<file path="src/core/timer01_pkg.sv">
package timer01_pkg;

  localparam logic [7:0] ADDR_RUN_FLAG   = 8'h88;
  localparam logic [7:0] ADDR_MODE       = 8'h89;
  localparam logic [7:0] ADDR_FIRST_LO   = 8'h8a;
  localparam logic [7:0] ADDR_SECOND_LO  = 8'h8b;
  localparam logic [7:0] ADDR_FIRST_HI   = 8'h8c;
  localparam logic [7:0] ADDR_SECOND_HI  = 8'h8d;
  localparam logic [7:0] ADDR_CLK_SEL    = 8'h8e;

  localparam logic [7:0] CLK_SEL_RESET   = 8'h00;
  localparam logic [7:0] CLK_SEL_MASK    = 8'h7b;
  localparam logic [7:0] RUN_FLAG_RESET  = 8'h00;
  localparam logic [7:0] MODE_RESET      = 8'h00;

  localparam int CS_HIGH_SEL  = 6;
  localparam int CS_LOW_SEL   = 5;
  localparam int CS_SECOND    = 4;
  localparam int CS_FIRST     = 3;

  localparam int RF_SECOND_FLAG = 7;
  localparam int RF_SECOND_RUN  = 6;
  localparam int RF_FIRST_FLAG  = 5;
  localparam int RF_FIRST_RUN   = 4;

  localparam int MD_SECOND_GATE = 7;
  localparam int MD_SECOND_CT   = 6;
  localparam int MD_SECOND_LSB  = 4;
  localparam int MD_FIRST_GATE  = 3;
  localparam int MD_FIRST_CT    = 2;
  localparam int MD_FIRST_LSB   = 0;

  localparam logic [1:0] MODE_13BIT  = 2'h0;
  localparam logic [1:0] MODE_16BIT  = 2'h1;
  localparam logic [1:0] MODE_RELOAD = 2'h2;
  localparam logic [1:0] MODE_SPLIT  = 2'h3;

  localparam logic [1:0] PRE_DIV12 = 2'h0;
  localparam logic [1:0] PRE_DIV4  = 2'h1;
  localparam logic [1:0] PRE_DIV48 = 2'h2;
  localparam logic [1:0] PRE_EXT8  = 2'h3;

  localparam logic [5:0] DIV12_LAST = 6'h0b;
  localparam logic [5:0] DIV4_LAST  = 6'h03;
  localparam logic [5:0] DIV48_LAST = 6'h2f;
  localparam logic [5:0] EXT8_LAST  = 6'h07;

endpackage

</file>
<file path="src/core/timer_cnt_if.sv">
`timescale 1ns/1ps
interface timer_cnt_if;
  logic       inc_lo;
  logic       inc_hi;
  logic [1:0] mode;
  logic       wr_lo;
  logic       wr_hi;
  logic [7:0] wdata;
  logic [7:0] cnt_lo;
  logic [7:0] cnt_hi;
  logic       ovf;
  logic       ovf_hi;

  modport unit (input inc_lo, inc_hi, mode, wr_lo, wr_hi, wdata,
                output cnt_lo, cnt_hi, ovf, ovf_hi);
  modport ctrl (output inc_lo, inc_hi, mode, wr_lo, wr_hi, wdata,
                input cnt_lo, cnt_hi, ovf, ovf_hi);
endinterface

</file>
<file path="src/core/timer01_top.sv">
`timescale 1ns/1ps
module timer01_top
  import timer01_pkg::*;
(
  // Clock, reset and clock enable.
  input  wire logic       core_clk,
  input  wire logic       rst,
  input  wire logic       ce,
  // Special-function register port.
  input  wire logic [7:0] sfr_addr,
  input  wire logic       sfr_wr,
  input  wire logic       sfr_rd,
  input  wire logic [7:0] sfr_wdata,
  output logic      [7:0] sfr_rdata,
  // External pins.
  input  wire logic       first_count_pin,
  input  wire logic       second_count_pin,
  input  wire logic       first_gate_input,
  input  wire logic       second_gate_input,
  input  wire logic       external_clock,
  // Gate polarity from the input configuration logic.
  input  wire logic       first_gate_polarity,
  input  wire logic       second_gate_polarity,
  // Interrupt vector acknowledges.
  input  wire logic       first_isr_ack,
  input  wire logic       second_isr_ack,
  // Reload timer clock choices.
  output logic            reload_timer_high_clk_sel,
  output logic            reload_timer_low_clk_sel,
  // Flags and strobes.
  output logic            first_overflow_flag,
  output logic            second_overflow_flag,
  output logic            first_overflow_strobe,
  output logic            second_overflow_strobe
);
  import timer01_pkg::*;

  logic [7:0] clk_sel_r;
  logic [7:0] run_flag_r;
  logic [7:0] mode_r;
  logic [7:0] rdata_r;

  logic [1:0] cp0_sync_r;
  logic [1:0] cp1_sync_r;
  logic [1:0] gi0_sync_r;
  logic [1:0] gi1_sync_r;
  logic [1:0] ext_sync_r;
  logic       cp0_prev_r;
  logic       cp1_prev_r;
  logic       ext_prev_r;

  logic       cp0_fall;
  logic       cp1_fall;
  logic       ext_edge;
  logic       presc_tick;
  logic       split;
  logic [1:0] mode0;
  logic [1:0] mode1;
  logic       run0_en;
  logic       run1_en;
  logic       tick0;
  logic       tick0_hi;
  logic       tick1;
  logic       set0;
  logic       set1;
  logic       wr_rf;

  timer_cnt_if u0_if ();
  timer_cnt_if u1_if ();

  function automatic logic sfr_hit(input logic [7:0] a);
    sfr_hit = sfr_wr && (sfr_addr == a);
  endfunction

  // Pins cross into the core clock through two flip-flops.
  always_ff @(posedge core_clk) begin
    if (rst) begin
      cp0_sync_r <= 2'h0;
      cp1_sync_r <= 2'h0;
      gi0_sync_r <= 2'h0;
      gi1_sync_r <= 2'h0;
      ext_sync_r <= 2'h0;
    end else if (ce) begin
      cp0_sync_r <= {cp0_sync_r[0], first_count_pin};
      cp1_sync_r <= {cp1_sync_r[0], second_count_pin};
      gi0_sync_r <= {gi0_sync_r[0], first_gate_input};
      gi1_sync_r <= {gi1_sync_r[0], second_gate_input};
      ext_sync_r <= {ext_sync_r[0], external_clock};
    end
  end

  // Edges are only seen if each level lasts one cycle.
  always_ff @(posedge core_clk) begin
    if (rst) begin
      cp0_prev_r <= 1'b0;
      cp1_prev_r <= 1'b0;
      ext_prev_r <= 1'b0;
    end else if (ce) begin
      cp0_prev_r <= cp0_sync_r[1];
      cp1_prev_r <= cp1_sync_r[1];
      ext_prev_r <= ext_sync_r[1];
    end
  end

  assign cp0_fall = cp0_prev_r && !cp0_sync_r[1];
  assign cp1_fall = cp1_prev_r && !cp1_sync_r[1];
  assign ext_edge = !ext_prev_r && ext_sync_r[1];

  timer_prescaler u_presc (
    .core_clk        (core_clk),
    .rst             (rst),
    .ce              (ce),
    .prescale_select (clk_sel_r[1:0]),
    .ext_edge        (ext_edge),
    .tick            (presc_tick)
  );

  // Register writes.
  always_ff @(posedge core_clk) begin
    if (rst) begin
      clk_sel_r <= CLK_SEL_RESET;
    end else if (ce && sfr_hit(ADDR_CLK_SEL)) begin
      clk_sel_r <= sfr_wdata & CLK_SEL_MASK;
    end
  end

  always_ff @(posedge core_clk) begin
    if (rst) begin
      mode_r <= MODE_RESET;
    end else if (ce && sfr_hit(ADDR_MODE)) begin
      mode_r <= sfr_wdata;
    end
  end

  assign wr_rf = sfr_hit(ADDR_RUN_FLAG);

  // Overflow flags: a hardware set wins over any clear in the same cycle.
  always_ff @(posedge core_clk) begin
    if (rst) begin
      run_flag_r <= RUN_FLAG_RESET;
    end else if (ce) begin
      if (wr_rf) begin
        run_flag_r <= sfr_wdata;
      end
      if (!wr_rf && first_isr_ack) begin
        run_flag_r[RF_FIRST_FLAG] <= 1'b0;
      end
      if (!wr_rf && second_isr_ack) begin
        run_flag_r[RF_SECOND_FLAG] <= 1'b0;
      end
      if (set0) begin
        run_flag_r[RF_FIRST_FLAG] <= 1'b1;
      end
      if (set1) begin
        run_flag_r[RF_SECOND_FLAG] <= 1'b1;
      end
    end
  end

  // Timer control.
  assign mode0 = mode_r[MD_FIRST_LSB +: 2];
  assign mode1 = mode_r[MD_SECOND_LSB +: 2];
  assign split = (mode0 == MODE_SPLIT);

  assign run0_en = run_flag_r[RF_FIRST_RUN] &&
                   (!mode_r[MD_FIRST_GATE] ||
                    (gi0_sync_r[1] == first_gate_polarity));
  // While split, the second timer runs through its mode field alone.
  assign run1_en = (mode1 != MODE_SPLIT) &&
                   (split || (run_flag_r[RF_SECOND_RUN] &&
                    (!mode_r[MD_SECOND_GATE] ||
                     (gi1_sync_r[1] == second_gate_polarity))));

  assign tick0 = mode_r[MD_FIRST_CT] ? cp0_fall :
                 (clk_sel_r[CS_FIRST] ? 1'b1 : presc_tick);
  // The split high byte follows the second timer's clock choice.
  assign tick0_hi = clk_sel_r[CS_SECOND] ? 1'b1 : presc_tick;
  assign tick1 = (mode_r[MD_SECOND_CT] && !split) ? cp1_fall :
                 (clk_sel_r[CS_SECOND] ? 1'b1 : presc_tick);

  // Setting run never touches the count bytes.
  assign u0_if.inc_lo = run0_en && tick0;
  assign u0_if.inc_hi = split && run_flag_r[RF_SECOND_RUN] && tick0_hi;
  assign u0_if.mode   = mode0;
  assign u0_if.wr_lo  = ce && sfr_hit(ADDR_FIRST_LO);
  assign u0_if.wr_hi  = ce && sfr_hit(ADDR_FIRST_HI);
  assign u0_if.wdata  = sfr_wdata;

  assign u1_if.inc_lo = run1_en && tick1;
  assign u1_if.inc_hi = 1'b0;
  assign u1_if.mode   = mode1;
  assign u1_if.wr_lo  = ce && sfr_hit(ADDR_SECOND_LO);
  assign u1_if.wr_hi  = ce && sfr_hit(ADDR_SECOND_HI);
  assign u1_if.wdata  = sfr_wdata;

  assign set0 = u0_if.ovf;
  assign set1 = split ? u0_if.ovf_hi : u1_if.ovf;

  timer_count_unit u_first (
    .core_clk (core_clk),
    .rst      (rst),
    .ce       (ce),
    .cif      (u0_if)
  );

  timer_count_unit u_second (
    .core_clk (core_clk),
    .rst      (rst),
    .ce       (ce),
    .cif      (u1_if)
  );

  // Register reads, registered on the read strobe.
  always_ff @(posedge core_clk) begin
    if (rst) begin
      rdata_r <= 8'h00;
    end else if (ce && sfr_rd) begin
      unique case (sfr_addr)
        ADDR_CLK_SEL:   rdata_r <= clk_sel_r & CLK_SEL_MASK;
        ADDR_RUN_FLAG:  rdata_r <= run_flag_r;
        ADDR_MODE:      rdata_r <= mode_r;
        ADDR_FIRST_LO:  rdata_r <= u0_if.cnt_lo;
        ADDR_FIRST_HI:  rdata_r <= u0_if.cnt_hi;
        ADDR_SECOND_LO: rdata_r <= u1_if.cnt_lo;
        ADDR_SECOND_HI: rdata_r <= u1_if.cnt_hi;
        default:        rdata_r <= 8'h00;
      endcase
    end
  end

  assign sfr_rdata                 = rdata_r;
  assign reload_timer_high_clk_sel = clk_sel_r[CS_HIGH_SEL];
  assign reload_timer_low_clk_sel  = clk_sel_r[CS_LOW_SEL];
  assign first_overflow_flag       = run_flag_r[RF_FIRST_FLAG];
  assign second_overflow_flag      = run_flag_r[RF_SECOND_FLAG];
  assign first_overflow_strobe     = u0_if.ovf;
  assign second_overflow_strobe    = u1_if.ovf;
endmodule

</file>
<file path="src/core/timer_count_unit.sv">
`timescale 1ns/1ps
module timer_count_unit
  import timer01_pkg::*;
(
  // Clock and reset.
  input  wire logic core_clk,
  input  wire logic rst,
  input  wire logic ce,
  // Count port.
  timer_cnt_if.unit cif
);
  import timer01_pkg::*;

  logic [7:0] lo_r;
  logic [7:0] hi_r;
  logic [7:0] lo_nxt;
  logic [7:0] hi_nxt;
  logic       ovf_r;
  logic       ovf_hi_r;
  logic       wrap;
  logic       wrap_hi;
  logic [12:0] c13;
  logic [15:0] c16;

  always_comb begin
    lo_nxt  = lo_r;
    hi_nxt  = hi_r;
    wrap    = 1'b0;
    wrap_hi = 1'b0;
    c13     = {hi_r, lo_r[4:0]} + 13'h0001;
    c16     = {hi_r, lo_r} + 16'h0001;
    if (cif.inc_lo) begin
      unique case (cif.mode)
        MODE_13BIT: begin
          hi_nxt      = c13[12:5];
          lo_nxt[4:0] = c13[4:0];
          wrap        = (c13 == 13'h0000);
        end
        MODE_16BIT: begin
          {hi_nxt, lo_nxt} = c16;
          wrap = (c16 == 16'h0000);
        end
        MODE_RELOAD: begin
          wrap   = (lo_r == 8'hff);
          lo_nxt = wrap ? hi_r : c16[7:0];
        end
        MODE_SPLIT: begin
          lo_nxt = c16[7:0];
          wrap   = (lo_r == 8'hff);
        end
      endcase
    end
    if (cif.inc_hi && cif.mode == MODE_SPLIT) begin
      hi_nxt  = hi_r + 8'h01;
      wrap_hi = (hi_r == 8'hff);
    end
    // A byte write in the same cycle as a count wins over the count.
    if (cif.wr_lo) begin
      lo_nxt = cif.wdata;
    end
    if (cif.wr_hi) begin
      hi_nxt = cif.wdata;
    end
  end

  always_ff @(posedge core_clk) begin
    if (rst) begin
      lo_r <= 8'h00;
      hi_r <= 8'h00;
    end else if (ce) begin
      lo_r <= lo_nxt;
      hi_r <= hi_nxt;
    end
  end

  always_ff @(posedge core_clk) begin
    if (rst) begin
      ovf_r    <= 1'b0;
      ovf_hi_r <= 1'b0;
    end else if (ce) begin
      ovf_r    <= wrap;
      ovf_hi_r <= wrap_hi;
    end
  end

  assign cif.cnt_lo = lo_r;
  assign cif.cnt_hi = hi_r;
  assign cif.ovf    = ovf_r;
  assign cif.ovf_hi = ovf_hi_r;

endmodule

</file>
<file path="src/core/timer_prescaler.sv">
`timescale 1ns/1ps
module timer_prescaler
  import timer01_pkg::*;
(
  // Clock and reset.
  input  wire logic       core_clk,
  input  wire logic       rst,
  input  wire logic       ce,
  // Control.
  input  wire logic [1:0] prescale_select,
  input  wire logic       ext_edge,
  // Output.
  output logic            tick
);
  import timer01_pkg::*;

  logic [5:0] cnt_r;
  logic       step;
  logic       tick_r;

  function automatic logic [5:0] last_of(input logic [1:0] sel);
    unique case (sel)
      PRE_DIV12: last_of = DIV12_LAST;
      PRE_DIV4:  last_of = DIV4_LAST;
      PRE_DIV48: last_of = DIV48_LAST;
      PRE_EXT8:  last_of = EXT8_LAST;
    endcase
  endfunction

  // External mode advances on synchronised edges only.
  assign step = (prescale_select == PRE_EXT8) ? ext_edge : 1'b1;

  // A selection change may stretch one period; >= keeps it from hanging.
  always_ff @(posedge core_clk) begin
    if (rst) begin
      cnt_r  <= 6'h00;
      tick_r <= 1'b0;
    end else if (ce) begin
      tick_r <= 1'b0;
      if (step) begin
        if (cnt_r >= last_of(prescale_select)) begin
          cnt_r  <= 6'h00;
          tick_r <= 1'b1;
        end else begin
          cnt_r <= cnt_r + 6'h01;
        end
      end
    end
  end

  assign tick = tick_r;

endmodule

</file>
<file path="config.mk">
export PLATFORM = sky130hd
export DESIGN_NAME = timer01_top
export DESIGN_NICKNAME = d
export VERILOG_FILES = /design/src/core/timer01_pkg.sv /design/src/core/timer_cnt_if.sv /design/src/core/timer01_top.sv /design/src/core/timer_count_unit.sv /design/src/core/timer_prescaler.sv
export SDC_FILE = /design/constraint.sdc
export NUM_CORES = 1
export LEC_CHECK = 0
export ABC_AREA = 1
export ABC_CLOCK_PERIOD_IN_PS = 2600
export BUFFER_PORTS_ARGS = -buffer_cell sky130_fd_sc_hd__buf_2
export CAP_MARGIN = 20
export CELL_PAD_IN_SITES_DETAIL_PLACEMENT = 2
export CELL_PAD_IN_SITES_GLOBAL_PLACEMENT = 2
export CORE_MARGIN = 2
export CORE_UTILIZATION = 33
export CTS_BUF_LIST = sky130_fd_sc_hd__clkbuf_16
export DETAILED_ROUTE_END_ITERATION = 7
export GPL_TIMING_DRIVEN = 0
export PLACE_DENSITY = 0.83
export SYNTH_ARGS = -nofsm -noshare
export SYNTH_HDL_FRONTEND = slang
export SYNTH_SLANG_ARGS = --single-unit
</file>
<file path="constraint.sdc">
create_clock -name core_clk -period 2.6 [get_ports core_clk]
set_clock_uncertainty 0.05 [all_clocks]
set_input_delay 0.78 -clock core_clk [delete_from_list [all_inputs] [get_ports core_clk]]
set_output_delay 0.78 -clock core_clk [all_outputs]
set_load 0.03 [all_outputs]
</file>
==> impl_metrics.tcl <==
set metrics [dict create \
    met2_usage 0.518 \
    place_congestion 0.857 \
    hpwl_um 20100 \
    setup_violations 0 \
    worstPathArrival_ns 2.51 \
    synth_ff_type "dfxtp_1" \
    drive_gt1_frac 0.120 \
    htreeDepth 3 \
    fin_cells 1238 \
    rsz0062_at_grt "false" \
    grt_pass1_wl_um 41800 \
    synthArstFlopShare 0 \
    grt_antenna_before_repair 0 \
    drtPass1Iterations 5 \
    p_leak_nw 2.75 \
    clk_pin_slew_ns 0.08 \
    holdWs_ns 0.419 \
    die_h_um 138 \
    core_mm2 0.0174 \
    floorplan.initialDensity 0.339 \
    rows 48 \
    top_usage_layer "met2" \
    slew_violations 0 \
    ant_nets 0 \
    place_ws_ns -0.260 \
    viasPerCell 5.63 \
    clock.fmax_ghz 0.423 \
    synth_top_cell_by_area "dfxtp_1" \
    ys_seq_area_frac 0.289 \
    cts_tree "yes" \
    pwr_density_cell_mw_per_mm2 444 \
    drc 0 \
    track_usage 0.292 \
    worstPathRequired_ns 2.74 \
    synth_cells 957 \
    finalWirelength_um 26900 \
    insertedDiodeCount 0 \
    post_drt_wl_per_cell_um 21.7 \
    syn-num-nets 996 \
    drt_iter0_markers 447 \
    synth_top_cells_by_area "dfxtp_1 (29%), nand2_1 (15%), nor2_1 (7.2%), inv_1 (6.8%), a21oi_1 (6.8%)" \
    cp_max_fo 8 \
    fin_crit_ns 2.37 \
    worstSetupPathType "input port to register" \
    die-area_mm2 0.0189 \
    first_global_vias 7406 \
    cts-root-buf "clkbuf_16" \
    die_w_um 138 \
    cts_sinks 85 \
    status "completed" \
    gr-usage-met1 0.372 \
    syn_area_mm2 0.00589 \
    synth-seq-cells 85 \
    grt_start_max_net_pins 18 \
    vias 6967 \
    final_nets 1047 \
    synth_top_area_frac 0.289 \
    cp-end-kind "register" \
    ioPinCount 44 \
    grt_use_met3 0.0302 \
    final-hold-violation-count 0 \
    synth_warnings 0 \
    area_growth_pct 13.6 \
    port-buffer-count 40 \
    hold_path_class "register to register" \
    place_inst 1222 \
    yosysUniqueCellTypes 43 \
    cp-start-kind "input port" \
    cts_made_buffers 9 \
    ctsHoldBuffers 0 \
    clock_latency_ns 0.37 \
    drv_cap 0 \
    globalRoute.totalOverflow 0 \
    relSlewSlack 0.391 \
    vdd_ir_drop_max_v 0.000361 \
    syn_area_per_cell_um2 6.15 \
    layout_setup_ws_ns 0.234 \
    synth-edff-count 0 \
    worstMarginPinSlew_ns 0.914 \
    clk_path_buf_depth 2 \
    period_share 0.910 \
]
==> worst max-delay path, stage by stage <==
cell	delay [ns]
buf_2	0.10
inv_1	0.04
nor2_1	0.03
nand2_1	0.20
inv_4	0.12
nand3_1	0.33
o22ai_1	0.16
or2_2	0.31
o21ai_0	0.28
a21oi_1	0.14
==> sequential cells by signal, summed over array words and instances (netlist names), 6 cells and up <==
| register | cells |
|---|---|
| clk_sel_r | 6 |
| mode_r | 8 |
| run_flag_r | 8 |
| sfr_rdata | 8 |
| u_first.cif.cnt_hi | 8 |
| u_first.cif.cnt_lo | 8 |
| u_presc.cnt_r | 6 |
| u_second.cif.cnt_hi | 8 |
| u_second.cif.cnt_lo | 8 |
==> cell type report <==
| cell class | instances | area [µm²] |
|---|---|---|
| fill | 2186 | 10700 |
| buffer | 27 | 123 |
| clock inverter | 7 | 86.3 |
| multi-input combinational | 727 | 3620 |
| sequential | 85 | 1700 |
| clock buffer | 9 | 225 |
| timing repair buffer | 40 | 200 |
| inverter | 118 | 445 |
| tap | 225 | 282 |
==> where the power goes <==
group | switching [mW] | total, mW | internal [mW]
Sequential | 0.00939 | 1.33 | 1.32
Combinational | 0.138 | 0.182 | 0.0436
Clock | 0.686 | 1.46 | 0.774
==> Yosys cell counts (all sizes together) (3+ instances only) <==
library cell and count:
o211ai 16, nor2 131, nand3 71, or2 5, a21oi 80, xor2 8
buf 13, a211oi 3, o21ai 76, nand4 20, nor3 8, dfxtp 85
inv 118, a31oi 11, nand2 246, o22ai 31, ha 9, clkbuf 14
==> per-layer routing <==
metal / vias up / share of wire
li1: 3284 / -
met1: 3470 / 0.45
met2: 163 / 0.49
met3: 50 / 0.029
met4: 0 / 0.026
met5: - / 0
==> layout by cell type, fill, tap and decap left out, drive strengths merged, types with 3 or more instances in the layout <==
cell type | Yosys | layout
nor2 | 131 | 131
nand2 | 246 | 246
dfxtp | 85 | 85
o21ai | 76 | 76
o211ai | 16 | 16
buf | 13 | 53
ha | 9 | 9
xor2 | 8 | 8
clkbuf | 14 | 23
a211oi | 3 | 3
or2 | 5 | 5
inv | 118 | 123
a31oi | 11 | 11
nand3 | 71 | 71
nor3 | 8 | 8
o22ai | 31 | 31
nand4 | 20 | 20
a21oi | 80 | 80
==> logic make-up (layout without fill, tap and decap cells) <==
| logic type | Yosys count | after routing | synth area share |
|---|---|---|---|
| xor gates and xnor gates | 8 | 8 | 0.0119 |
| AOI/OAI and AO/OA | 223 | 223 | 0.211 |
| adders and majority gates | 9 | 9 | 0.0191 |
| and+or+nand+nor | 487 | 487 | 0.373 |
| buffers and inverters | 145 | 201 | 0.0963 |
| DFF | 85 | 85 | 0.289 |
==> metrics by stage <==
| step | setup TNS [ns] | cell area, µm² | util | total power [mW] |
|---|---|---|---|---|
| after floorplan | 0 | 5890 | - | 1.44 |
| after global placement | -0.818 | 6370 | 0.367 | 1.53 |
| after detailed placement | -2.26 | 6370 | 0.367 | 1.53 |
| after CTS | 0 | 6680 | 0.385 | 2.98 |
| after global routing | 0 | 6690 | 0.385 | 3.04 |
| final | 0 | 6690 | 0.385 | 2.97 |
==> timing repair <==
item / 4_1_cts / 5_1_grt
gates resized for setup: 0 / 6
hold endpoints to repair: 0 / 0
setup buffers: 0 / 0
setup endpoints to repair: 0 / 4
==> worst paths after layout <==
path | cells after the start | from | slack, ns | to
max | 10 | sfr_addr[7] | 0.23 | sfr_rdata[7]
min reg2reg | 2 | u_first.cif.ovf_hi | 0.42 | u_first.cif.ovf_hi
min | 2 | u_first.cif.ovf_hi | 0.42 | u_first.cif.ovf_hi
max reg2reg | 11 | u_second.cif.cnt_lo[0] | 0.28 | u_second.cif.ovf
(Power assumes the default switching activity.)
